--- src/lsr_pkg.sv ---
// Purpose: Shared constants for the live status and result register group.
// Assumes: 8-bit register index, 16-bit register data, 10 MHz core clock.
// Notes: Offsets are register indices on the serial port, not byte addresses.
`default_nettype none
package lsr_pkg;
    // Register indices
    localparam logic [7:0] LSR_ADDR_LIVE = 8'h42;
    localparam logic [7:0] LSR_ADDR_RES1 = 8'h44;
    localparam logic [7:0] LSR_ADDR_RES2 = 8'h46;
    localparam logic [7:0] LSR_ADDR_DIAG0 = 8'h53;
    localparam logic [7:0] LSR_ADDR_DIAG3 = 8'h56;
    localparam logic [7:0] LSR_ADDR_COUNT = 8'h57;

    // Live condition word bit positions
    localparam int unsigned LSR_BIT_ANA_OPEN = 14;
    localparam int unsigned LSR_BIT_ANA_SHORT = 13;
    localparam int unsigned LSR_BIT_OUT_INT_SHORT = 10;
    localparam int unsigned LSR_BIT_OUT_EXT_SHORT = 9;
    localparam int unsigned LSR_BIT_OUT_THERM = 8;
    localparam int unsigned LSR_BIT_IN_OPEN = 7;
    localparam int unsigned LSR_BIT_IN_SHORT = 6;
    localparam int unsigned LSR_BIT_TEMP = 4;
    localparam int unsigned LSR_BIT_DATA_RDY = 3;
    localparam int unsigned LSR_BIT_BUSY = 2;
    localparam int unsigned LSR_BIT_SUPPLY = 1;

    // Reset values
    localparam logic [15:0] LSR_RESULT_RESET = 16'h0000;
    localparam logic [15:0] LSR_COUNT_RESET = 16'h0000;
    localparam logic LSR_BUSY_RESET = 1'b1;

    // Die temperature alert threshold in degrees C
    localparam int LSR_TEMP_HIGH_C = 115;

    // Conversion-ready pin low time: 24 us at the core clock rate
    localparam int LSR_CLK_KHZ = 10000;
    localparam int LSR_RDY_LOW_NS = 24000;
    localparam int LSR_RDY_LOW_CYC = (LSR_RDY_LOW_NS * LSR_CLK_KHZ) / 1000000;
    localparam logic [7:0] LSR_RDY_LAST = 8'(LSR_RDY_LOW_CYC - 1);

    // Conversion-ready pin state
    typedef enum logic [0:0] {
        LSR_RDY_IDLE = 1'b0,
        LSR_RDY_HOLD = 1'b1
    } lsr_rdy_state_t;
endpackage
`default_nettype wire

--- src/lsr_edge_counter.sv ---
// Purpose: Rolling counter of rising edges of the debounced input level, or of its falling edges when inverted.
// Assumes: Level is already debounced and synchronous to clk.
// Notes: Previous level tracks even while disabled, so enabling never counts stale edges.
`default_nettype none
module lsr_edge_counter #(
    parameter int CNT_W = 16
) (
    // Clock and reset
    input wire logic clk,
    input wire logic rst,
    // Counted input and its controls
    input wire logic level,
    input wire logic invert,
    input wire logic count_en,
    // Count
    output logic [CNT_W-1:0] count
);
    typedef struct packed {
        logic prev;
        logic [CNT_W-1:0] cnt;
    } lsr_cnt_state_t;

    lsr_cnt_state_t s_q;
    lsr_cnt_state_t s_d;
    logic shaped;

    // Optional inversion moves the counted edge to the falling side
    assign shaped = level ^ invert;

    // Next state: count rising edges only while enabled, freeze otherwise
    always_comb begin
        s_d = s_q;
        s_d.prev = shaped;
        if (count_en && shaped && !s_q.prev) begin
            s_d.cnt = s_q.cnt + 1'b1;
        end
    end

    // State register
    always_ff @(posedge clk or posedge rst) begin
        if (rst) begin
            s_q <= '0;
        end else begin
            s_q <= s_d;
        end
    end

    assign count = s_q.cnt;
endmodule
`default_nettype wire

--- src/lsr_regs.sv ---
// Purpose: Live status word, conversion results, diagnostic results and input edge
//          counter, read by the serial port front end.
// Assumes: The serial front end turns frames into one-cycle read and write strobes.
// Notes: Read data appears one cycle after the read strobe.
//
// Contract
// - Condition bits follow their inputs directly, never latched; ready and busy bits come from registers.
// - Bit 14 analog open, bit 13 analog short, bit 15 zero.
// - Output short bits 10, 9 held low in initial window; 12:11 zero.
// - Bit 7 input open, bit 6 input short, thermal reset live.
// - Temperature bit set when die temperature is at or above 115 C.
// - Ready pin low on result, high 24 us later in continuous mode, else once ready bit clears; ready bit until written 1.
// - Busy bit resets to one, then follows the converter busy state.
// - Supply bit shows any supply alert status bit set.
// - First result at 0x44, second at 0x46, read-only, reset zero.
// - Four read-only diagnostic results at 0x53 to 0x56, reset zero.
// - Counter at 0x57 counts only while enabled, frozen otherwise.
// - Counter wraps from full scale to zero, no flag.
// - Invert bit inverts the debounced level before the counter.
// - Counted signal is the debounced threshold comparison result.
`default_nettype none
module lsr_regs #(
    parameter int RES_W = 16,
    parameter int DIAG_N = 4,
    parameter int TEMP_W = 9,
    parameter int SUPPLY_W = 7,
    parameter int CNT_W = 16
) (
    // Clock and reset
    input wire logic clk,
    input wire logic rst,

    // Register access from the serial front end
    input wire logic [7:0] reg_addr,
    input wire logic reg_rd,
    input wire logic reg_wr,
    input wire logic [15:0] reg_wdata,
    output logic [15:0] reg_rdata,
    output logic reg_rvalid,

    // Live conditions from the analog and output stages
    input wire logic analog_open_live,
    input wire logic analog_short_live,
    input wire logic out_internal_short_live,
    input wire logic out_external_short_live,
    input wire logic initial_short_window,
    input wire logic out_thermal_reset_live,
    input wire logic input_open_live,
    input wire logic input_short_live,
    input wire logic signed [TEMP_W-1:0] die_temp_c,
    input wire logic [SUPPLY_W-1:0] supply_alert_bits,
    input wire logic conv_busy,

    // Conversion results
    input wire logic continuous_mode,
    input wire logic result_valid,
    input wire logic result_slot,
    input wire logic [RES_W-1:0] result_data,
    input wire logic diag_valid,
    input wire logic [1:0] diag_index,
    input wire logic [RES_W-1:0] diag_data,

    // Digital input counting
    input wire logic din_level,
    input wire logic count_en,
    input wire logic comparator_invert_bit,

    // Conversion-ready pin, active low
    output logic conv_ready_n
);
    // State of the register group, apart from the edge counter
    typedef struct packed {
        logic [RES_W-1:0] first_result_value;
        logic [RES_W-1:0] second_result_value;
        logic [DIAG_N-1:0][RES_W-1:0] diag;
        logic data_rdy;
        logic busy;
        lsr_pkg::lsr_rdy_state_t rdy_state;
        logic [7:0] rdy_cnt;
        logic rdy_n;
        logic [15:0] rdata;
        logic rvalid;
    } lsr_state_t;

    lsr_state_t s_q;
    lsr_state_t s_d;
    logic [15:0] live_word;
    logic [CNT_W-1:0] edge_count_value;
    logic temp_high;
    logic rdy_clear;

    // Address decode for the live word, shared by reads and writes
    function automatic logic lsr_hit_live(input logic [7:0] a);
        return a == lsr_pkg::LSR_ADDR_LIVE;
    endfunction

    // Diagnostic window decode
    function automatic logic lsr_hit_diag(input logic [7:0] a);
        return (a >= lsr_pkg::LSR_ADDR_DIAG0) && (a <= lsr_pkg::LSR_ADDR_DIAG3);
    endfunction

    // Counter of the debounced, optionally inverted comparator level
    lsr_edge_counter #(
        .CNT_W(CNT_W)
    ) u_edge_counter (
        .clk(clk),
        .rst(rst),
        .level(din_level),
        .invert(comparator_invert_bit),
        .count_en(count_en),
        .count(edge_count_value)
    );

    // Temperature compare on the signed reading
    assign temp_high = die_temp_c >= TEMP_W'(lsr_pkg::LSR_TEMP_HIGH_C);

    // Write 1 to the ready bit clears it
    assign rdy_clear = reg_wr && lsr_hit_live(reg_addr)
                       && reg_wdata[lsr_pkg::LSR_BIT_DATA_RDY];

    // Condition bits are built straight from the inputs so each drops with its cause; ready and busy bits come from state
    always_comb begin
        live_word = 16'h0000;
        live_word[lsr_pkg::LSR_BIT_ANA_OPEN] = analog_open_live;
        live_word[lsr_pkg::LSR_BIT_ANA_SHORT] = analog_short_live;
        // Short alarms are not trusted while the switch is still in its window
        live_word[lsr_pkg::LSR_BIT_OUT_INT_SHORT] =
            out_internal_short_live && !initial_short_window;
        live_word[lsr_pkg::LSR_BIT_OUT_EXT_SHORT] =
            out_external_short_live && !initial_short_window;
        live_word[lsr_pkg::LSR_BIT_OUT_THERM] = out_thermal_reset_live;
        live_word[lsr_pkg::LSR_BIT_IN_OPEN] = input_open_live;
        live_word[lsr_pkg::LSR_BIT_IN_SHORT] = input_short_live;
        live_word[lsr_pkg::LSR_BIT_TEMP] = temp_high;
        live_word[lsr_pkg::LSR_BIT_DATA_RDY] = s_q.data_rdy;
        live_word[lsr_pkg::LSR_BIT_BUSY] = s_q.busy;
        live_word[lsr_pkg::LSR_BIT_SUPPLY] = |supply_alert_bits;
    end

    // Next state of results, ready flag, ready pin and read port
    always_comb begin
        s_d = s_q;
        s_d.rvalid = 1'b0;

        // Busy mirror, registered one cycle behind the input; reset loads one
        s_d.busy = conv_busy;

        // Result capture; host writes never reach these words
        if (result_valid && !result_slot) begin
            s_d.first_result_value = result_data;
        end
        if (result_valid && result_slot) begin
            s_d.second_result_value = result_data;
        end
        if (diag_valid) begin
            s_d.diag[diag_index] = diag_data;
        end

        // Ready flag: a new result in the clearing cycle keeps it set
        if (rdy_clear) begin
            s_d.data_rdy = 1'b0;
        end
        if (result_valid) begin
            s_d.data_rdy = 1'b1;
        end

        // Ready pin: low on each result, back high after the fixed time in continuous mode, else once the flag clears
        case (s_q.rdy_state)
            lsr_pkg::LSR_RDY_IDLE: begin
                s_d.rdy_n = 1'b1;
                if (result_valid) begin
                    s_d.rdy_state = lsr_pkg::LSR_RDY_HOLD;
                    s_d.rdy_cnt = 8'h00;
                    s_d.rdy_n = 1'b0;
                end
            end
            lsr_pkg::LSR_RDY_HOLD: begin
                s_d.rdy_n = 1'b0;
                if (result_valid) begin
                    // A fresh result restarts the low time
                    s_d.rdy_cnt = 8'h00;
                end else if (continuous_mode) begin
                    if (s_q.rdy_cnt == lsr_pkg::LSR_RDY_LAST) begin
                        s_d.rdy_state = lsr_pkg::LSR_RDY_IDLE;
                        s_d.rdy_n = 1'b1;
                    end else begin
                        s_d.rdy_cnt = s_q.rdy_cnt + 8'h01;
                    end
                end else if (!s_d.data_rdy) begin
                    // Single conversions hold the pin until the flag is cleared
                    s_d.rdy_state = lsr_pkg::LSR_RDY_IDLE;
                    s_d.rdy_n = 1'b1;
                end
            end
            default: begin
                s_d.rdy_state = lsr_pkg::LSR_RDY_IDLE;
                s_d.rdy_n = 1'b1;
            end
        endcase

        // Read port; unmapped indices answer zero
        if (reg_rd) begin
            s_d.rvalid = 1'b1;
            s_d.rdata = 16'h0000;
            if (lsr_hit_live(reg_addr)) begin
                s_d.rdata = live_word;
            end else if (reg_addr == lsr_pkg::LSR_ADDR_RES1) begin
                s_d.rdata = s_q.first_result_value;
            end else if (reg_addr == lsr_pkg::LSR_ADDR_RES2) begin
                s_d.rdata = s_q.second_result_value;
            end else if (lsr_hit_diag(reg_addr)) begin
                s_d.rdata = s_q.diag[2'(reg_addr - lsr_pkg::LSR_ADDR_DIAG0)];
            end else if (reg_addr == lsr_pkg::LSR_ADDR_COUNT) begin
                s_d.rdata = 16'(edge_count_value);
            end
        end
    end

    // State register
    always_ff @(posedge clk or posedge rst) begin
        if (rst) begin
            s_q.first_result_value <= lsr_pkg::LSR_RESULT_RESET;
            s_q.second_result_value <= lsr_pkg::LSR_RESULT_RESET;
            s_q.diag <= '0;
            s_q.data_rdy <= 1'b0;
            s_q.busy <= lsr_pkg::LSR_BUSY_RESET;
            s_q.rdy_state <= lsr_pkg::LSR_RDY_IDLE;
            s_q.rdy_cnt <= 8'h00;
            s_q.rdy_n <= 1'b1;
            s_q.rdata <= 16'h0000;
            s_q.rvalid <= 1'b0;
        end else begin
            s_q <= s_d;
        end
    end

    // Outputs straight from the state register
    assign reg_rdata = s_q.rdata;
    assign reg_rvalid = s_q.rvalid;
    assign conv_ready_n = s_q.rdy_n;
endmodule
`default_nettype wire

--- config.mk ---
export PLATFORM = sky130hd
export DESIGN_NAME = lsr_regs
export DESIGN_NICKNAME = d
export VERILOG_FILES = /design/src/lsr_pkg.sv /design/src/lsr_edge_counter.sv /design/src/lsr_regs.sv
export SDC_FILE = /design/constraint.sdc
export NUM_CORES = 1
export LEC_CHECK = 0
export BUFFER_PORTS_ARGS = -buffer_cell sky130_fd_sc_hd__clkbuf_2
export CORE_ASPECT_RATIO = 0.5
export CORE_UTILIZATION = 61
export CTS_CLUSTER_DIAMETER = 80
export DETAILED_ROUTE_END_ITERATION = 10
export PLACE_DENSITY = 0.85
export SLEW_MARGIN = 25
export SYNTH_ARGS = -nofsm -noshare
export SYNTH_HDL_FRONTEND = slang
export SYNTH_SLANG_ARGS = --single-unit
--- constraint.sdc ---
create_clock -name clk -period 12.2 [get_ports clk]
set_clock_uncertainty 0.1 [all_clocks]
set_input_delay 0 -clock clk [delete_from_list [all_inputs] [get_ports clk]]
set_output_delay 0 -clock clk [all_outputs]
set_load 0.02 [all_outputs]
* Word-level counts from Yosys, hierarchy flattened
Index checks and enable logic that the tools add are counted.
** Storage, ports and cells
- Bits of input ports :: 94
- Word-level logic and storage cells :: 75
- Register bits after elaboration :: 142
- Output and inout bits :: 18
** Cells by class
- Muxes and demuxes :: 26
- Eq/ne operators :: 8
- Add/sub/neg operators :: 3
- Reduce and logical (&&, ||, !) cells :: 15
- Order comparisons :: 6
- Bitwise operators :: 2
** Operators by type and width (number)
- $mux 16 :: 7
- $bwmux 64 :: 1
- $bmux 16 s2 :: 1
- $demux 16 s2 :: 1
- $eq 8x7->1 const B :: 4
- $mux 8 :: 3
- $pmux 10 s2 :: 1
- $add 16x1->16 const B :: 1
- $mux 1 :: 11
- $logic_and 1x1->1 :: 10
- $mux 10 :: 1
- $ge 9x8->1 const B :: 1
- $add 8x1->8 const B :: 1
- $eq 8x8->1 const B :: 1
- $ge 8x7->1 const B :: 1
- $le 8x7->1 const B :: 1
- $reduce_or 7->1 :: 1
- $lt 2x3->1 const B :: 2
- $ne 3x3->1 const B :: 2
- $logic_not 1->1 :: 3
- $reduce_and 3->1 :: 1
- $ge 2x1->1 const B :: 1
- $ne 2x2->1 const B :: 1
- $sub 2x2->2 const B :: 1
- other kinds (2) :: 2

* Depth between registers and ports, before layout
- Word-level depth :: 9
- Depth in mapped cells :: 12
- Mapped depth without buffers :: 7

* By module
From an unflattened synthesis, not the netlist that was laid out.
** Second synthesis, totals
- Cells, all modules :: 548
- Area total of the unflattened synthesis :: 6889.1 sq um
** Modules (own cells, without submodules)
- lsr_regs :: cells an instance 469, area each 6002.0 sq um, times used 1, seq. area each 3130.5 sq um
- lsr_edge_counter :: cells an instance 79, area each 887.1 sq um, times used 1, seq. area each 425.4 sq um

* Least setup slack after synthesis
No wires, ideal clock.
- Path kind :: in2reg
- Start :: input reg_addr[0]
- End :: register s_q (netlist bit reg_rdata[5])
- Cell stages on the path :: 10
- Arrival :: 2290 ps
- Path slack :: 9686 ps
- Cell sequence :: buf_2 > buf_2 > inv_1 > ha_1 > clkbuf_1 > buf_1 > mux4_2 > a22oi_1 > o2bb2ai_1 > a211o_1
** Between the ends
- Longest elaborated chain between the ends :: 7
- Elaborated cells on any way between the ends :: 15
- Those cells by class :: 1 x add/sub; 2 x order compare; 4 x eq/ne; 7 x mux; 1 x reduce/logical
** RTL lines
- start, declared :: RTL line lsr_regs.sv:34 : input wire logic [7:0] reg_addr,
- $sub 2x2->2 :: RTL line lsr_regs.sv:212 : s_d.rdata = s_q.diag[2'(reg_addr - lsr_pkg::LSR_ADDR_DIAG0)];
- $bmux 16 s2 :: RTL line lsr_regs.sv:212
- $mux 16 (not written as such) :: RTL line lsr_regs.sv:212
- $mux 16 :: RTL line lsr_regs.sv:211 : end else if (lsr_hit_diag(reg_addr)) begin
- $mux 16 :: RTL line lsr_regs.sv:209 : end else if (reg_addr == lsr_pkg::LSR_ADDR_RES2) begin
- $mux 16 :: RTL line lsr_regs.sv:207 : end else if (reg_addr == lsr_pkg::LSR_ADDR_RES1) begin
- $mux 16 * :: RTL line lsr_regs.sv:205 : if (lsr_hit_live(reg_addr)) begin
- end, declared :: RTL line lsr_regs.sv:85 : lsr_state_t s_q;
Every way passes the cells marked *; elsewhere a longest branch is shown, timed or not. The select of a mux whose other input is x is not followed.
A chain may end at the register's enable or synchronous reset.

==> flow_summary_export.csv <==
group,metric,value,unit
logic_synthesis,syn_area_per_cell,12.35,um^2
routing,viasPerCell,6.031,
clock_tree,cts_setup_buffers,0,
logic_synthesis,ys_warn_count,0,
clock_tree,path_clk_slew,0.06,ns
sta,timing.final.crit_share,26.50,%
global_routing,overflow,0,
clock_tree,cts_max_level,4,
routing,drtIter0Drc,360,
sta,timing.fmax,309.3,MHz
floorplan,die_x,150.8,um
placed_design,place_congestion,0.8968,
clock_tree,clk_path_buf_depth,2,
logic_synthesis,synth-edff-count,0,
floorplan,core,10480,um^2
logic_synthesis,synth_seq_cells,142,
clock_tree,clk_latency,0.42,ns
finish,area_growth,23.06,%
routing,vias,4988,
sta,hold_violations,0,
critical_path,crit_path_start,"reg_addr[0]",
sta,grt_setup_unrepaired,"false",
routing,final_antenna_net_count,0,
logic_synthesis,yosys.area.top_type,"dfrtp_1",
critical_path,path_max_fanout,18,
logic_synthesis,syn-cell-area,6756,um^2
sta,final_max_slew_viol_count,0,
pwr,peakVddDrop,0.00009053,V
routing,totalWireLength,15750,um
sta,tightest_slew,0.9638,ns
logic_synthesis,synth_nets,646,
status,status,"finished clean",
placed_design,dpl.hpwl,9980,um
floorplan,io_pins,112,
logic_synthesis,synth_common_cells,"dfrtp_1 (140), mux2_2 (97), nand2_1 (32), nand3_1 (25), a21oi_1 (22)",
clock_tree,ctsResizeCount,0,
pwr,power.total,1.279,mW
routing,route.detailed.drc,0,
finish,fin_nets,773,
critical_path,worst_ep_arrival_time,3.43,ns
finish,drive_gt1_share,36.54,%
placed_design,portBuffers,96,
floorplan,die_y,76.42,um
critical_path,critPathKind,"input pin to flip-flop",
critical_path,worst_setup_path_start_kind,"input pin",
clock_tree,cts.sink_count,142,
clock_tree,ctsHoldBuffers,52,
hold_path,min_from,"reg_rd",
global_routing,grt_max_degree,79,
global_routing,antenna_found_initial,0,
floorplan,start_util,64.50,%
pwr,cellLeakagePower,3.723,nW
sta,setup_viol,0,
routing,wire_per_inst,19.05,um
global_routing,grt_pass1_vias,5013,
critical_path,worstPathRequired,12.40,ns
flow_run,maxCapViolCount,0,
sta,tns,0,ns
logic_synthesis,synth.distinct_cells,47,
logic_synthesis,netlist.area_leader.share,51.85,%
global_routing,grt_usage,28.91,%
clock_tree,cts-root-buf,"clkbuf_16",
critical_path,r2r-start,"s_q[22]",
sta,period_needed,3.233,ns
logic_synthesis,synthesis.instances,547,
hold_path,hold_class,"input pin to flip-flop",
pwr,power_density,153.9,nW/um^2
clock_tree,cts_tree,"built",
critical_path,critPathCaptureType,"flip-flop",
sta,whs,0.01890,ns
global_routing,grt_pass1_wl,24980,um
floorplan,rows,26,
logic_synthesis,yosysMostFrequentCell,"dfrtp_1",
finish,antenna_cells,0,
logic_synthesis,async_reset_ff_share,100.0,%
logic_synthesis,yosysSeqAreaShare,52.63,%
routing,drt-pass1-iter-count,5,
logic_synthesis,synth_area_leaders,"dfrtp_1 (52%), mux2_2 (16%), mux4_2 (5.3%), xnor2_1 (1.9%), nand3_1 (1.9%)",
logic_synthesis,synth_ff_type,"dfrtp_1",
clock_tree,cts_inserted_buffers,17,
sta,slew_headroom,35.55,%
floorplan,die_area,11530,um^2
kinds of logic (layout without fill, tap and decap cells):
group	count (synthesis)	in the layout	synth area share (%)
and+or+nand+nor	136	136	10.65
xor gates and xnor gates	22	22	2.852
DFF	142	142	52.63
AOI/OAI and AO/OA	79	79	7.519
muxes	113	113	21.50
buffers and inverters	50	190	3.926
adders and majority gates	5	5	0.9259
critical path: stages:
cell and delay (ns):
clkbuf_2 0.38, inv_1 0.20, ha_1 0.37, nand2b_1 0.28, nor3_2 0.67, nand3_1 0.16
dlygate4sd3_1 0.59, nand2_1 0.10, o21ai_0 0.10, dlygate4sd3_1 0.56
registers in the layout, indices dropped and copies added, names as in the netlist:
name	flops
s_q	105
u_edge_counter.s_q	1
live_word	2
conv_ready_n	1
reg_rvalid	1
reg_rdata	16
u_edge_counter.count	16
placed cells by master (no fill, tap or decap), types with 9 or more instances in the layout:
cell type / Yosys / routed
dfrtp_1: 140 / 140
mux2_2: 97 / 97
clkbuf_2: 0 / 96
dlygate4sd3_1: 0 / 52
nand2_1: 32 / 32
nand3_1: 25 / 25
a21oi_1: 22 / 22
nor2_1: 21 / 21
clkbuf_16: 0 / 17
mux4_2: 16 / 16
xnor2_1: 15 / 15
and3_1: 14 / 14
o21ai_0: 13 / 13
nor2b_1: 9 / 9
power by group:
group / internal (mW) / total, mW / switching [mW]
logic: 0.106 / 0.185 / 0.0794
clock network: 0.310 / 0.510 / 0.200
registers: 0.539 / 0.585 / 0.0451
worst paths after layout:
check                                     endpoint  slack, ns  cells past startpoint
max                                        s_q[26]       8.97                     10
min reg2reg                           reg_rdata[4]       0.38                      1
min in group asynchronous                  s_q[47]       0.12                      3
min                                     reg_rvalid       0.02                      1
max reg2reg                                s_q[26]      10.16                      5
max in group asynchronous  u_edge_counter.count[4]      10.78                      4
metrics by stage:
stage                     cell area [um^2]  worst slack, ns  instances  utilization (%)
after floorplan                       6756            8.294        547                -
after global placement                7202            9.167        743            68.75
after detailed placement              7207            9.221        743            68.80
after CTS                             8304            8.980        827            79.28
after global routing                  8314            8.754        827            79.37
final                                 8314            8.967        827            79.37
final cells by class:
class / instances / area (um^2)
clock buffer: 21 / 460.4
clock inverter: 11 / 116.4
fill: 615 / 2161
inverter: 8 / 35.03
multi-input combinational: 355 / 2952
sequential: 142 / 3556
tap: 140 / 175.2
timing repair buffer: 150 / 1020
routing by layer:
layer  track usage, %  wire length, um  up-vias
met4            10.90              244        0
li1                 -                -     2238
met2            45.50             7489      178
met1            39.31             6988     2546
met5                0                0        -
met3            6.647             1028       26
(Power assumes the default switching activity.)
